--- src/tmr8_pkg.sv ---
// constants, types and register map of the 8-bit timer waveform block
package tmr8_pkg;

   // register byte offsets on the AXI4-Lite bus
   localparam logic [7:0] ADDR_CTRL = 8'h00;
   localparam logic [7:0] ADDR_COUNT = 8'h04;
   localparam logic [7:0] ADDR_COMPARE = 8'h08;
   localparam logic [7:0] ADDR_FLAGS = 8'h0C;
   localparam int ADDR_W = 8;

   // control register field positions
   localparam int CTRL_MODE_LO = 0;
   localparam int CTRL_OUTMODE_LO = 2;
   localparam int CTRL_FORCE_BIT = 7;
   // flag register field positions
   localparam int FLAG_OVF_BIT = 0;
   localparam int FLAG_MATCH_BIT = 1;

   localparam logic [7:0] COUNT_MAX = 8'hFF;
   localparam logic [7:0] COUNT_BOTTOM = 8'h00;
   localparam logic [7:0] COUNT_ONE = 8'h01;
   localparam logic [31:0] DATA_ZERO = 32'h0000_0000;

   localparam logic [1:0] RESP_OKAY = 2'b00;
   localparam logic [1:0] RESP_SLVERR = 2'b10;

   typedef enum logic [1:0] {
      MODE_NORMAL = 2'h0,
      MODE_PHASE = 2'h1,
      MODE_CLEAR_ON_MATCH = 2'h2,
      MODE_FAST_PWM = 2'h3
   } tmr8_mode_e;

   typedef enum logic [1:0] {
      OUT_OFF = 2'h0,
      OUT_TOGGLE = 2'h1,
      OUT_CLEAR = 2'h2,
      OUT_SET = 2'h3
   } tmr8_outmode_e;

   typedef struct packed {
      tmr8_outmode_e compareOutputMode;
      tmr8_mode_e waveGenMode;
   } tmr8_ctrl_s;

   localparam tmr8_ctrl_s CTRL_RESET = '{OUT_OFF, MODE_NORMAL};

   typedef struct packed {
      logic matchFlag;
      logic overflowFlag;
   } tmr8_flags_s;

endpackage : tmr8_pkg

--- src/tmr8_wave_timer.sv ---
// 8-bit timer counter with compare output and AXI4-Lite registers
// Operation
// (RULE_01) nonzero output mode drives pin from wave_out
// (RULE_02) direction bit still decides pin drive
// (RULE_03) override ignores waveform generation mode
// (RULE_04) wave_out keeps state while pin disabled
// (RULE_05) output mode zero leaves wave_out alone
// (RULE_06) new output mode acts next match; force
// (RULE_07) output mode never changes counting sequence
// (RULE_08) normal mode increments, wraps FF to 00
// (RULE_09) normal overflow flag set as count hits zero
// (RULE_10) clear-on-match clears count at compare value
// (RULE_11) unbuffered compare below count wraps first
// (RULE_12) clear-on-match mode 1 toggles on match
// (RULE_13) toggle period follows (1 + compare) ticks
// (RULE_14) clear-on-match overflow set on MAX to 00
// (RULE_15) fast PWM counts 0 to FF, then clears
// (RULE_16) fast PWM 2 clear/set, 3 set/clear
// (RULE_17) fast PWM overflow set at count maximum
// (RULE_18) fast PWM period is 256 timer ticks
// (RULE_19) compare zero spike, compare max constant
// (RULE_20) fast PWM mode 1 toggles, buffered compare
// (RULE_21) match flag one tick late, write-one clears
// (RULE_22) PWM compare buffered, else written directly
// (RULE_23) force updates output, no flag, no clear
// (RULE_24) reset selects normal mode, override off, low
module tmr8_wave_timer (
   input wire logic clk,
   input wire logic rst_n,
   input wire logic timerTick,
   input wire logic portData,
   input wire logic pinDirectionBit,
   output logic pinOut,
   output logic pinOutEn_n,
   output logic waveOut,
   output logic overflowFlag,
   output logic matchFlag,
   input wire logic [7:0] s_axi_awaddr,
   input wire logic [2:0] s_axi_awprot,
   input wire logic s_axi_awvalid,
   output logic s_axi_awready,
   input wire logic [31:0] s_axi_wdata,
   input wire logic [3:0] s_axi_wstrb,
   input wire logic s_axi_wvalid,
   output logic s_axi_wready,
   output logic [1:0] s_axi_bresp,
   output logic s_axi_bvalid,
   input wire logic s_axi_bready,
   input wire logic [7:0] s_axi_araddr,
   input wire logic [2:0] s_axi_arprot,
   input wire logic s_axi_arvalid,
   output logic s_axi_arready,
   output logic [31:0] s_axi_rdata,
   output logic [1:0] s_axi_rresp,
   output logic s_axi_rvalid,
   input wire logic s_axi_rready
);

   // new wave_out level for a match under the given output mode
   function automatic logic matchAction(
      input tmr8_pkg::tmr8_outmode_e om,
      input logic cur
   );
      case (om)
         tmr8_pkg::OUT_TOGGLE: matchAction = ~cur;
         tmr8_pkg::OUT_CLEAR: matchAction = 1'b0;
         tmr8_pkg::OUT_SET: matchAction = 1'b1;
         default: matchAction = cur;
      endcase
   endfunction

   function automatic logic isPwm(input tmr8_pkg::tmr8_mode_e m);
      isPwm = (m == tmr8_pkg::MODE_FAST_PWM) || (m == tmr8_pkg::MODE_PHASE);
   endfunction

   tmr8_pkg::tmr8_ctrl_s ctrl_q;
   tmr8_pkg::tmr8_flags_s flags_q;
   logic [7:0] count_q;
   logic [7:0] cmpActive_q;
   logic [7:0] cmpBuffer_q;
   logic matchPend_q;
   logic blockMatch_q;
   logic wave_q;
   logic wave_d;
   logic pinOut_q;
   logic pinOutEn_n_q;

   logic awready_q;
   logic wready_q;
   logic bvalid_q;
   logic [1:0] bresp_q;
   logic arready_q;
   logic rvalid_q;
   logic [31:0] rdata_q;
   logic [1:0] rresp_q;

   // bus decode
   logic wrFire;
   logic rdFire;
   logic wrCtrl;
   logic wrCount;
   logic wrCompare;
   logic wrFlags;
   logic wrMapped;
   logic lowLane;
   logic forceStrobe;

   // counter decode
   logic atMax;
   logic compareHit;
   logic pwmMode;
   logic [7:0] nextCount;

   assign lowLane = s_axi_wstrb[0];
   assign wrFire = s_axi_awvalid && s_axi_wvalid && !awready_q && !bvalid_q;
   assign rdFire = s_axi_arvalid && !arready_q && !rvalid_q;
   assign wrCtrl = wrFire && lowLane && (s_axi_awaddr == tmr8_pkg::ADDR_CTRL);
   assign wrCount = wrFire && lowLane
      && (s_axi_awaddr == tmr8_pkg::ADDR_COUNT);
   assign wrCompare = wrFire && lowLane
      && (s_axi_awaddr == tmr8_pkg::ADDR_COMPARE);
   assign wrFlags = wrFire && lowLane
      && (s_axi_awaddr == tmr8_pkg::ADDR_FLAGS);
   assign wrMapped = (s_axi_awaddr == tmr8_pkg::ADDR_CTRL)
      || (s_axi_awaddr == tmr8_pkg::ADDR_COUNT)
      || (s_axi_awaddr == tmr8_pkg::ADDR_COMPARE)
      || (s_axi_awaddr == tmr8_pkg::ADDR_FLAGS);

   // force acts with the output mode being written in the same access
   assign forceStrobe = wrCtrl && s_axi_wdata[tmr8_pkg::CTRL_FORCE_BIT]
      && !isPwm(tmr8_pkg::tmr8_mode_e'(
         s_axi_wdata[tmr8_pkg::CTRL_MODE_LO +: 2])); // [RULE_06]

   assign pwmMode = isPwm(ctrl_q.waveGenMode);
   assign atMax = (count_q == tmr8_pkg::COUNT_MAX);
   assign compareHit = (count_q == cmpActive_q) && !blockMatch_q;

   // next count, driven only by the generation mode [RULE_07]
   always_comb
   begin
      nextCount = count_q + tmr8_pkg::COUNT_ONE; // [RULE_08] [RULE_15]
      if ((ctrl_q.waveGenMode == tmr8_pkg::MODE_CLEAR_ON_MATCH) && compareHit)
      begin
         nextCount = tmr8_pkg::COUNT_BOTTOM; // [RULE_10] [RULE_11]
      end
   end

   // waveform output register next value
   always_comb
   begin
      wave_d = wave_q;
      if (timerTick)
      begin
         if (ctrl_q.waveGenMode == tmr8_pkg::MODE_FAST_PWM)
         begin
            if (compareHit)
            begin
               wave_d = matchAction(ctrl_q.compareOutputMode,
                  wave_q); // [RULE_16] [RULE_20]
            end
            // wrap action wins so compare at max gives a steady level
            if (atMax)
            begin
               case (ctrl_q.compareOutputMode)
                  tmr8_pkg::OUT_CLEAR: wave_d = 1'b1; // [RULE_16] [RULE_19]
                  tmr8_pkg::OUT_SET: wave_d = 1'b0; // [RULE_16] [RULE_19]
                  default: wave_d = wave_d;
               endcase
            end
         end
         else if (!pwmMode && compareHit)
         begin
            wave_d = matchAction(ctrl_q.compareOutputMode,
               wave_q); // [RULE_05] [RULE_12] [RULE_13]
         end
      end
      if (forceStrobe)
      begin
         wave_d = matchAction(tmr8_pkg::tmr8_outmode_e'(
            s_axi_wdata[tmr8_pkg::CTRL_OUTMODE_LO +: 2]),
            wave_q); // [RULE_23] [RULE_05]
      end
   end

   // control register
   always_ff @(posedge clk or negedge rst_n)
   begin
      if (!rst_n)
      begin
         ctrl_q <= tmr8_pkg::CTRL_RESET; // [RULE_24]
      end
      else if (wrCtrl)
      begin
         ctrl_q.waveGenMode <= tmr8_pkg::tmr8_mode_e'(
            s_axi_wdata[tmr8_pkg::CTRL_MODE_LO +: 2]);
         ctrl_q.compareOutputMode <= tmr8_pkg::tmr8_outmode_e'(
            s_axi_wdata[tmr8_pkg::CTRL_OUTMODE_LO +: 2]); // [RULE_06]
      end
   end

   // counter; a software write beats the tick and blocks one match
   always_ff @(posedge clk or negedge rst_n)
   begin
      if (!rst_n)
      begin
         count_q <= tmr8_pkg::COUNT_BOTTOM;
         blockMatch_q <= 1'b0;
      end
      else if (wrCount)
      begin
         count_q <= s_axi_wdata[7:0];
         blockMatch_q <= 1'b1;
      end
      else if (timerTick)
      begin
         count_q <= nextCount; // [RULE_18]
         blockMatch_q <= 1'b0;
      end
   end

   // compare value and its buffer, copied at wrap in PWM modes
   always_ff @(posedge clk or negedge rst_n)
   begin
      if (!rst_n)
      begin
         cmpBuffer_q <= tmr8_pkg::COUNT_BOTTOM;
         cmpActive_q <= tmr8_pkg::COUNT_BOTTOM;
      end
      else
      begin
         if (wrCompare)
         begin
            cmpBuffer_q <= s_axi_wdata[7:0];
         end
         if (wrCompare && !pwmMode)
         begin
            cmpActive_q <= s_axi_wdata[7:0]; // [RULE_22] [RULE_11]
         end
         else if (pwmMode && timerTick && atMax)
         begin
            cmpActive_q <= cmpBuffer_q; // [RULE_22] [RULE_20]
         end
      end
   end

   // waveform output register, kept regardless of pin state
   always_ff @(posedge clk or negedge rst_n)
   begin
      if (!rst_n)
      begin
         wave_q <= 1'b0; // [RULE_24]
      end
      else
      begin
         wave_q <= wave_d; // [RULE_04]
      end
   end

   // flags: hardware set wins over a write-one clear
   always_ff @(posedge clk or negedge rst_n)
   begin
      if (!rst_n)
      begin
         flags_q <= '0;
         matchPend_q <= 1'b0;
      end
      else
      begin
         if (timerTick)
         begin
            matchPend_q <= compareHit;
         end
         if (wrFlags && s_axi_wdata[tmr8_pkg::FLAG_OVF_BIT])
         begin
            flags_q.overflowFlag <= 1'b0;
         end
         if (wrFlags && s_axi_wdata[tmr8_pkg::FLAG_MATCH_BIT])
         begin
            flags_q.matchFlag <= 1'b0; // [RULE_21]
         end
         if (timerTick && atMax && (ctrl_q.waveGenMode != tmr8_pkg::MODE_PHASE))
         begin
            flags_q.overflowFlag <= 1'b1; // [RULE_09] [RULE_14] [RULE_17]
         end
         if (timerTick && matchPend_q)
         begin
            flags_q.matchFlag <= 1'b1; // [RULE_21]
         end
      end
   end

   // pin multiplexer
   always_ff @(posedge clk or negedge rst_n)
   begin
      if (!rst_n)
      begin
         pinOut_q <= 1'b0;
         pinOutEn_n_q <= 1'b1;
      end
      else
      begin
         pinOut_q <= (ctrl_q.compareOutputMode != tmr8_pkg::OUT_OFF)
            ? wave_d : portData; // [RULE_01] [RULE_03]
         pinOutEn_n_q <= !pinDirectionBit; // [RULE_02]
      end
   end

   // AXI4-Lite write channel
   always_ff @(posedge clk or negedge rst_n)
   begin
      if (!rst_n)
      begin
         awready_q <= 1'b0;
         wready_q <= 1'b0;
         bvalid_q <= 1'b0;
         bresp_q <= tmr8_pkg::RESP_OKAY;
      end
      else
      begin
         awready_q <= wrFire;
         wready_q <= wrFire;
         if (wrFire)
         begin
            bvalid_q <= 1'b1;
            bresp_q <= wrMapped ? tmr8_pkg::RESP_OKAY : tmr8_pkg::RESP_SLVERR;
         end
         else if (s_axi_bready)
         begin
            bvalid_q <= 1'b0;
         end
      end
   end

   // AXI4-Lite read channel
   always_ff @(posedge clk or negedge rst_n)
   begin
      if (!rst_n)
      begin
         arready_q <= 1'b0;
         rvalid_q <= 1'b0;
         rdata_q <= tmr8_pkg::DATA_ZERO;
         rresp_q <= tmr8_pkg::RESP_OKAY;
      end
      else
      begin
         arready_q <= rdFire;
         if (rdFire)
         begin
            rvalid_q <= 1'b1;
            rresp_q <= tmr8_pkg::RESP_OKAY;
            rdata_q <= tmr8_pkg::DATA_ZERO;
            case (s_axi_araddr)
               tmr8_pkg::ADDR_CTRL: rdata_q[3:0] <= ctrl_q;
               tmr8_pkg::ADDR_COUNT: rdata_q[7:0] <= count_q;
               tmr8_pkg::ADDR_COMPARE: rdata_q[7:0] <= cmpBuffer_q;
               tmr8_pkg::ADDR_FLAGS: rdata_q[1:0] <= flags_q;
               default: rresp_q <= tmr8_pkg::RESP_SLVERR;
            endcase
         end
         else if (s_axi_rready)
         begin
            rvalid_q <= 1'b0;
         end
      end
   end

   assign pinOut = pinOut_q;
   assign pinOutEn_n = pinOutEn_n_q;
   assign waveOut = wave_q;
   assign overflowFlag = flags_q.overflowFlag;
   assign matchFlag = flags_q.matchFlag;
   assign s_axi_awready = awready_q;
   assign s_axi_wready = wready_q;
   assign s_axi_bvalid = bvalid_q;
   assign s_axi_bresp = bresp_q;
   assign s_axi_arready = arready_q;
   assign s_axi_rvalid = rvalid_q;
   assign s_axi_rdata = rdata_q;
   assign s_axi_rresp = rresp_q;

endmodule // tmr8_wave_timer

--- config.mk ---
export PLATFORM = sky130hd
export DESIGN_NAME = tmr8_wave_timer
export DESIGN_NICKNAME = d
export VERILOG_FILES = /design/src/tmr8_pkg.sv /design/src/tmr8_wave_timer.sv
export SDC_FILE = /design/constraint.sdc
export NUM_CORES = 1
export LEC_CHECK = 0
export BUFFER_PORTS_ARGS = -buffer_cell sky130_fd_sc_hd__buf_4
export CAP_MARGIN = 20
export CELL_PAD_IN_SITES_DETAIL_PLACEMENT = 0
export CELL_PAD_IN_SITES_GLOBAL_PLACEMENT = 1
export CORE_MARGIN = 10
export CORE_UTILIZATION = 35
export CTS_CLUSTER_SIZE = 24
export DETAILED_ROUTE_END_ITERATION = 16
export GPL_TIMING_DRIVEN = 1
export PLACE_DENSITY_LB_ADDON = 0.05
export SLEW_MARGIN = 30
export SYNTH_ARGS = -nofsm -noshare
export SYNTH_HDL_FRONTEND = slang
export SYNTH_SLANG_ARGS = --single-unit
--- constraint.sdc ---
create_clock -name clk -period 2.29 [get_ports clk]
set_input_delay 0.5725 -clock clk [delete_from_list [all_inputs] [get_ports clk]]
set_output_delay 0.5725 -clock clk [all_outputs]
set_load 0.05 [all_outputs]
==> qor.yml <==
synth_edf_count: 0
drtAntennaViolNets: 0
syn_area_sq_mm: 0.00281
synth-async-reset-ratio: 1.00
ys_top_cells_by_count: "48 x dfrtp_1, 30 x nor2_1, 27 x buf_4"
slew_headroom: 0.569
num_io_pins: 114
rows: 32
die-area_sq_mm: 0.0120
cts.clk_slew.worst_paths_ns: 0.10
cp_cell_sequence: "and4bb_2, nand4_4, o21ai_1, a31o_2, o21ai_0, a221o_1"
grt_pass1_wl_mm: 11.3
numCtsBuffers: 5
grt_pass1_vias: 2119
finalHoldViolCount: 0
cts_root_buf: "clkbuf_8"
cts-resized-gates: 0
clk-insertion-delay-late_ns: 0.30
place.gp.congestion: 0.745
fmax_mhz: 507
fin_crit_ns: 1.97
start_util: 0.362
status: "completed"
path_delay_family: "compound AO/OA/AOI/OAI gates"
reg2regPathDepth: 6
hold_path.class: "primary input to asynchronous set/reset pin"
fin_tns_setup_ns: 0
cp_slowest_cell: "dfrtp_1"
ys.flop_type: "dfrtp_1"
vias_per_cell: 4.95
timing.max_cap.violations: 0
slew_violations: 0
ctsHoldBuffers: 0
ir_drop_v: 0.000285
clock_sinks: 49
drc: 0
synth_cell_types: 50
syn_inst: 269
fin_cells: 430
wl_per_cell_um: 17.0
crit_required_ns: 2.49
drtPass1Iterations: 4
p_leak_nw: 1.59
dp_slack_ns: 0.0344
finalWorstSetupSlack_ns: 0.319
die_w_um: 110
grt_max_degree: 50
antenna_found_initial: 0
fp.coreArea_sq_mm: 0.00777
vias: 2129
path_class: "register to register"
die_y_um: 110
ff2ff_setup_slack_ns: 0.32
numPortBuffers: 54
slowest_delay_ns: 0.40
dp.final_hpwl_mm: 5.57
skew_ns: 0.00582
cp.arrival_ns: 2.17
grt-ovfl-total: 0
synth_top_cell_area_share: 0.427
grt_setup_unrepaired: "no"
r2r-start: "s_axi_bvalid$_DFFE_PN0P_"
cellPowerDensity_mw_per_mm2: 712
final_util: 0.429
fin_nets: 396
layout-drive-gt1-share: 0.314
grt_util_all_layers: 0.121
start_kind: "register"
worst-slew-pin-transition_ns: 0.646
wl_mm: 7.33
cp-end-kind: "register"
ys_seq_area_frac: 0.436
ys_ff_latch: 49
reg2reg_to: "count_q[7]$_DFFE_PN0P_"
syn2layout_area_growth_pct: 18.5
yosysWarnings: 0
yosysTopAreaCell: "dfrtp_1"
critPathBufInv: 0
path_max_fanout: 14
finalSetupViolations: 0
synth_area_leaders: "dfrtp_1 43%, buf_4 7.2%, mux2_2 6.0%"
dr.first_iter.drc_count: 122
htree_levels: 2
fillers: 795
p_total_mw: 2.37
avgSynthCellArea_sq_um: 10.5
clock_path_buffers: 2
cts_tree: "done"
dp_cells: 422
diodes: 0
cts_setup_buffers: 0
synth.most_common_cell: "dfrtp_1"
fin_crit_sh: 0.861
[metrics by stage]
step	cell area [sq um]	hold WS, ns
floorplan	2910	0.277
global placement	3240	0.463
detailed placement	3240	0.473
CTS	3330	0.313
global route	3330	0.343
finish	3330	0.280
[state kept, by name, summed over array words and instances, names as in the netlist]
name           count
blockMatch_q       1
cmpActive_q        8
cmpBuffer_q        8
count_q            8
ctrl_q             4
matchFlag          1
matchPend_q        1
overflowFlag       1
pinOut             1
pinOutEn_n         1
s_axi_arready      1
s_axi_bresp        1
s_axi_bvalid       1
s_axi_rdata        8
s_axi_rresp        1
s_axi_rvalid       1
s_axi_wready       1
waveOut            1
[layout by cell type (no fill, tap or decap), drive strengths merged, types with 2 or more instances in the layout]
master and instances:
nand4 3, nor2b 2, xnor2 6, nor3 5, buf 63, nor2 30, clkbuf 6, a22o 3
dfrtp 48, mux2i 13, a221oi 4, a221o 7, nor3b 7, nand2b 4, and3 8, nor4 6
clkinv 2, nand3 3, nand2 10, mux2 15, a21oi 15, xor2 4, conb 26, a31o 2
o21ai 14, inv 7
[worst reg2reg max path, stage by stage (launching register included)]
cell      delay [ns]
dfrtp_1         0.40
and4bb_2        0.38
nand4_4         0.18
o21ai_1         0.18
a31o_2          0.29
o21ai_0         0.15
a221o_1         0.30
[routing by layer]
metal  GRT usage  up-vias  part of all wire  routed length, um
met1       0.157     1031              0.44               3230
met3      0.0310        4             0.091                665
li1            -     1021                 -                  -
met2       0.196       73              0.46               3370
met4      0.0335        0            0.0096                 70
met5           0        -                 0                  0
[cell type report]
class / instances / area, sq um / share of cell area
timing repair buffer: 63 / 473 / 0.142
inverter: 7 / 26.3 / 0.00789
clock buffer: 6 / 82.6 / 0.0248
sequential: 49 / 1230 / 0.368
tap: 102 / 128 / 0.0383
clock inverter: 2 / 13.8 / 0.00413
multi-input combinational: 201 / 1380 / 0.415
[how the worst max path moves through the flow]
stage	from	endpoint	cells past startpoint	slack, ns
after global placement	s_axi_awaddr[1]	count_q[7]$_DFFE_PN0P_	7	0.009
after CTS	cmpActive_q[7]$_DFFE_PN0P_	count_q[3]$_DFFE_PN0P_	6	0.30
final	s_axi_bvalid$_DFFE_PN0P_	count_q[7]$_DFFE_PN0P_	6	0.32
after floorplan	s_axi_bvalid$_DFFE_PN0P_	cmpBuffer_q[0]$_DFFE_PN0P_	4	0.26
after detailed placement	s_axi_awaddr[1]	count_q[7]$_DFFE_PN0P_	7	0.03
after global routing	s_axi_wready$_DFF_PN0_	count_q[5]$_DFFE_PN0P_	6	0.15
[cells by family (layout without fill, tap and decap cells)]
family,count (synthesis),after routing,share of synthesized area
AO/OA/AOI/OAI,52,52,0.133
other,1,26,0.00133
multiplexers,28,28,0.106
AND/OR/NAND/NOR,84,84,0.181
buffers and inverters,44,78,0.106
XOR/XNOR,10,10,0.0311
flip-flops,49,49,0.436
adder cells (fa/ha/maj),1,1,0.00445
[report_power, final]
group / switching, mW / leakage [nW] / internal, mW
clock: 0.305 / 0.0512 / 0.246
sequential: 0.0751 / 0.640 / 0.949
combinational: 0.532 / 0.901 / 0.264
total: 0.912 / 1.59 / 1.46
Note: power is estimated with default switching activity, not from simulation.
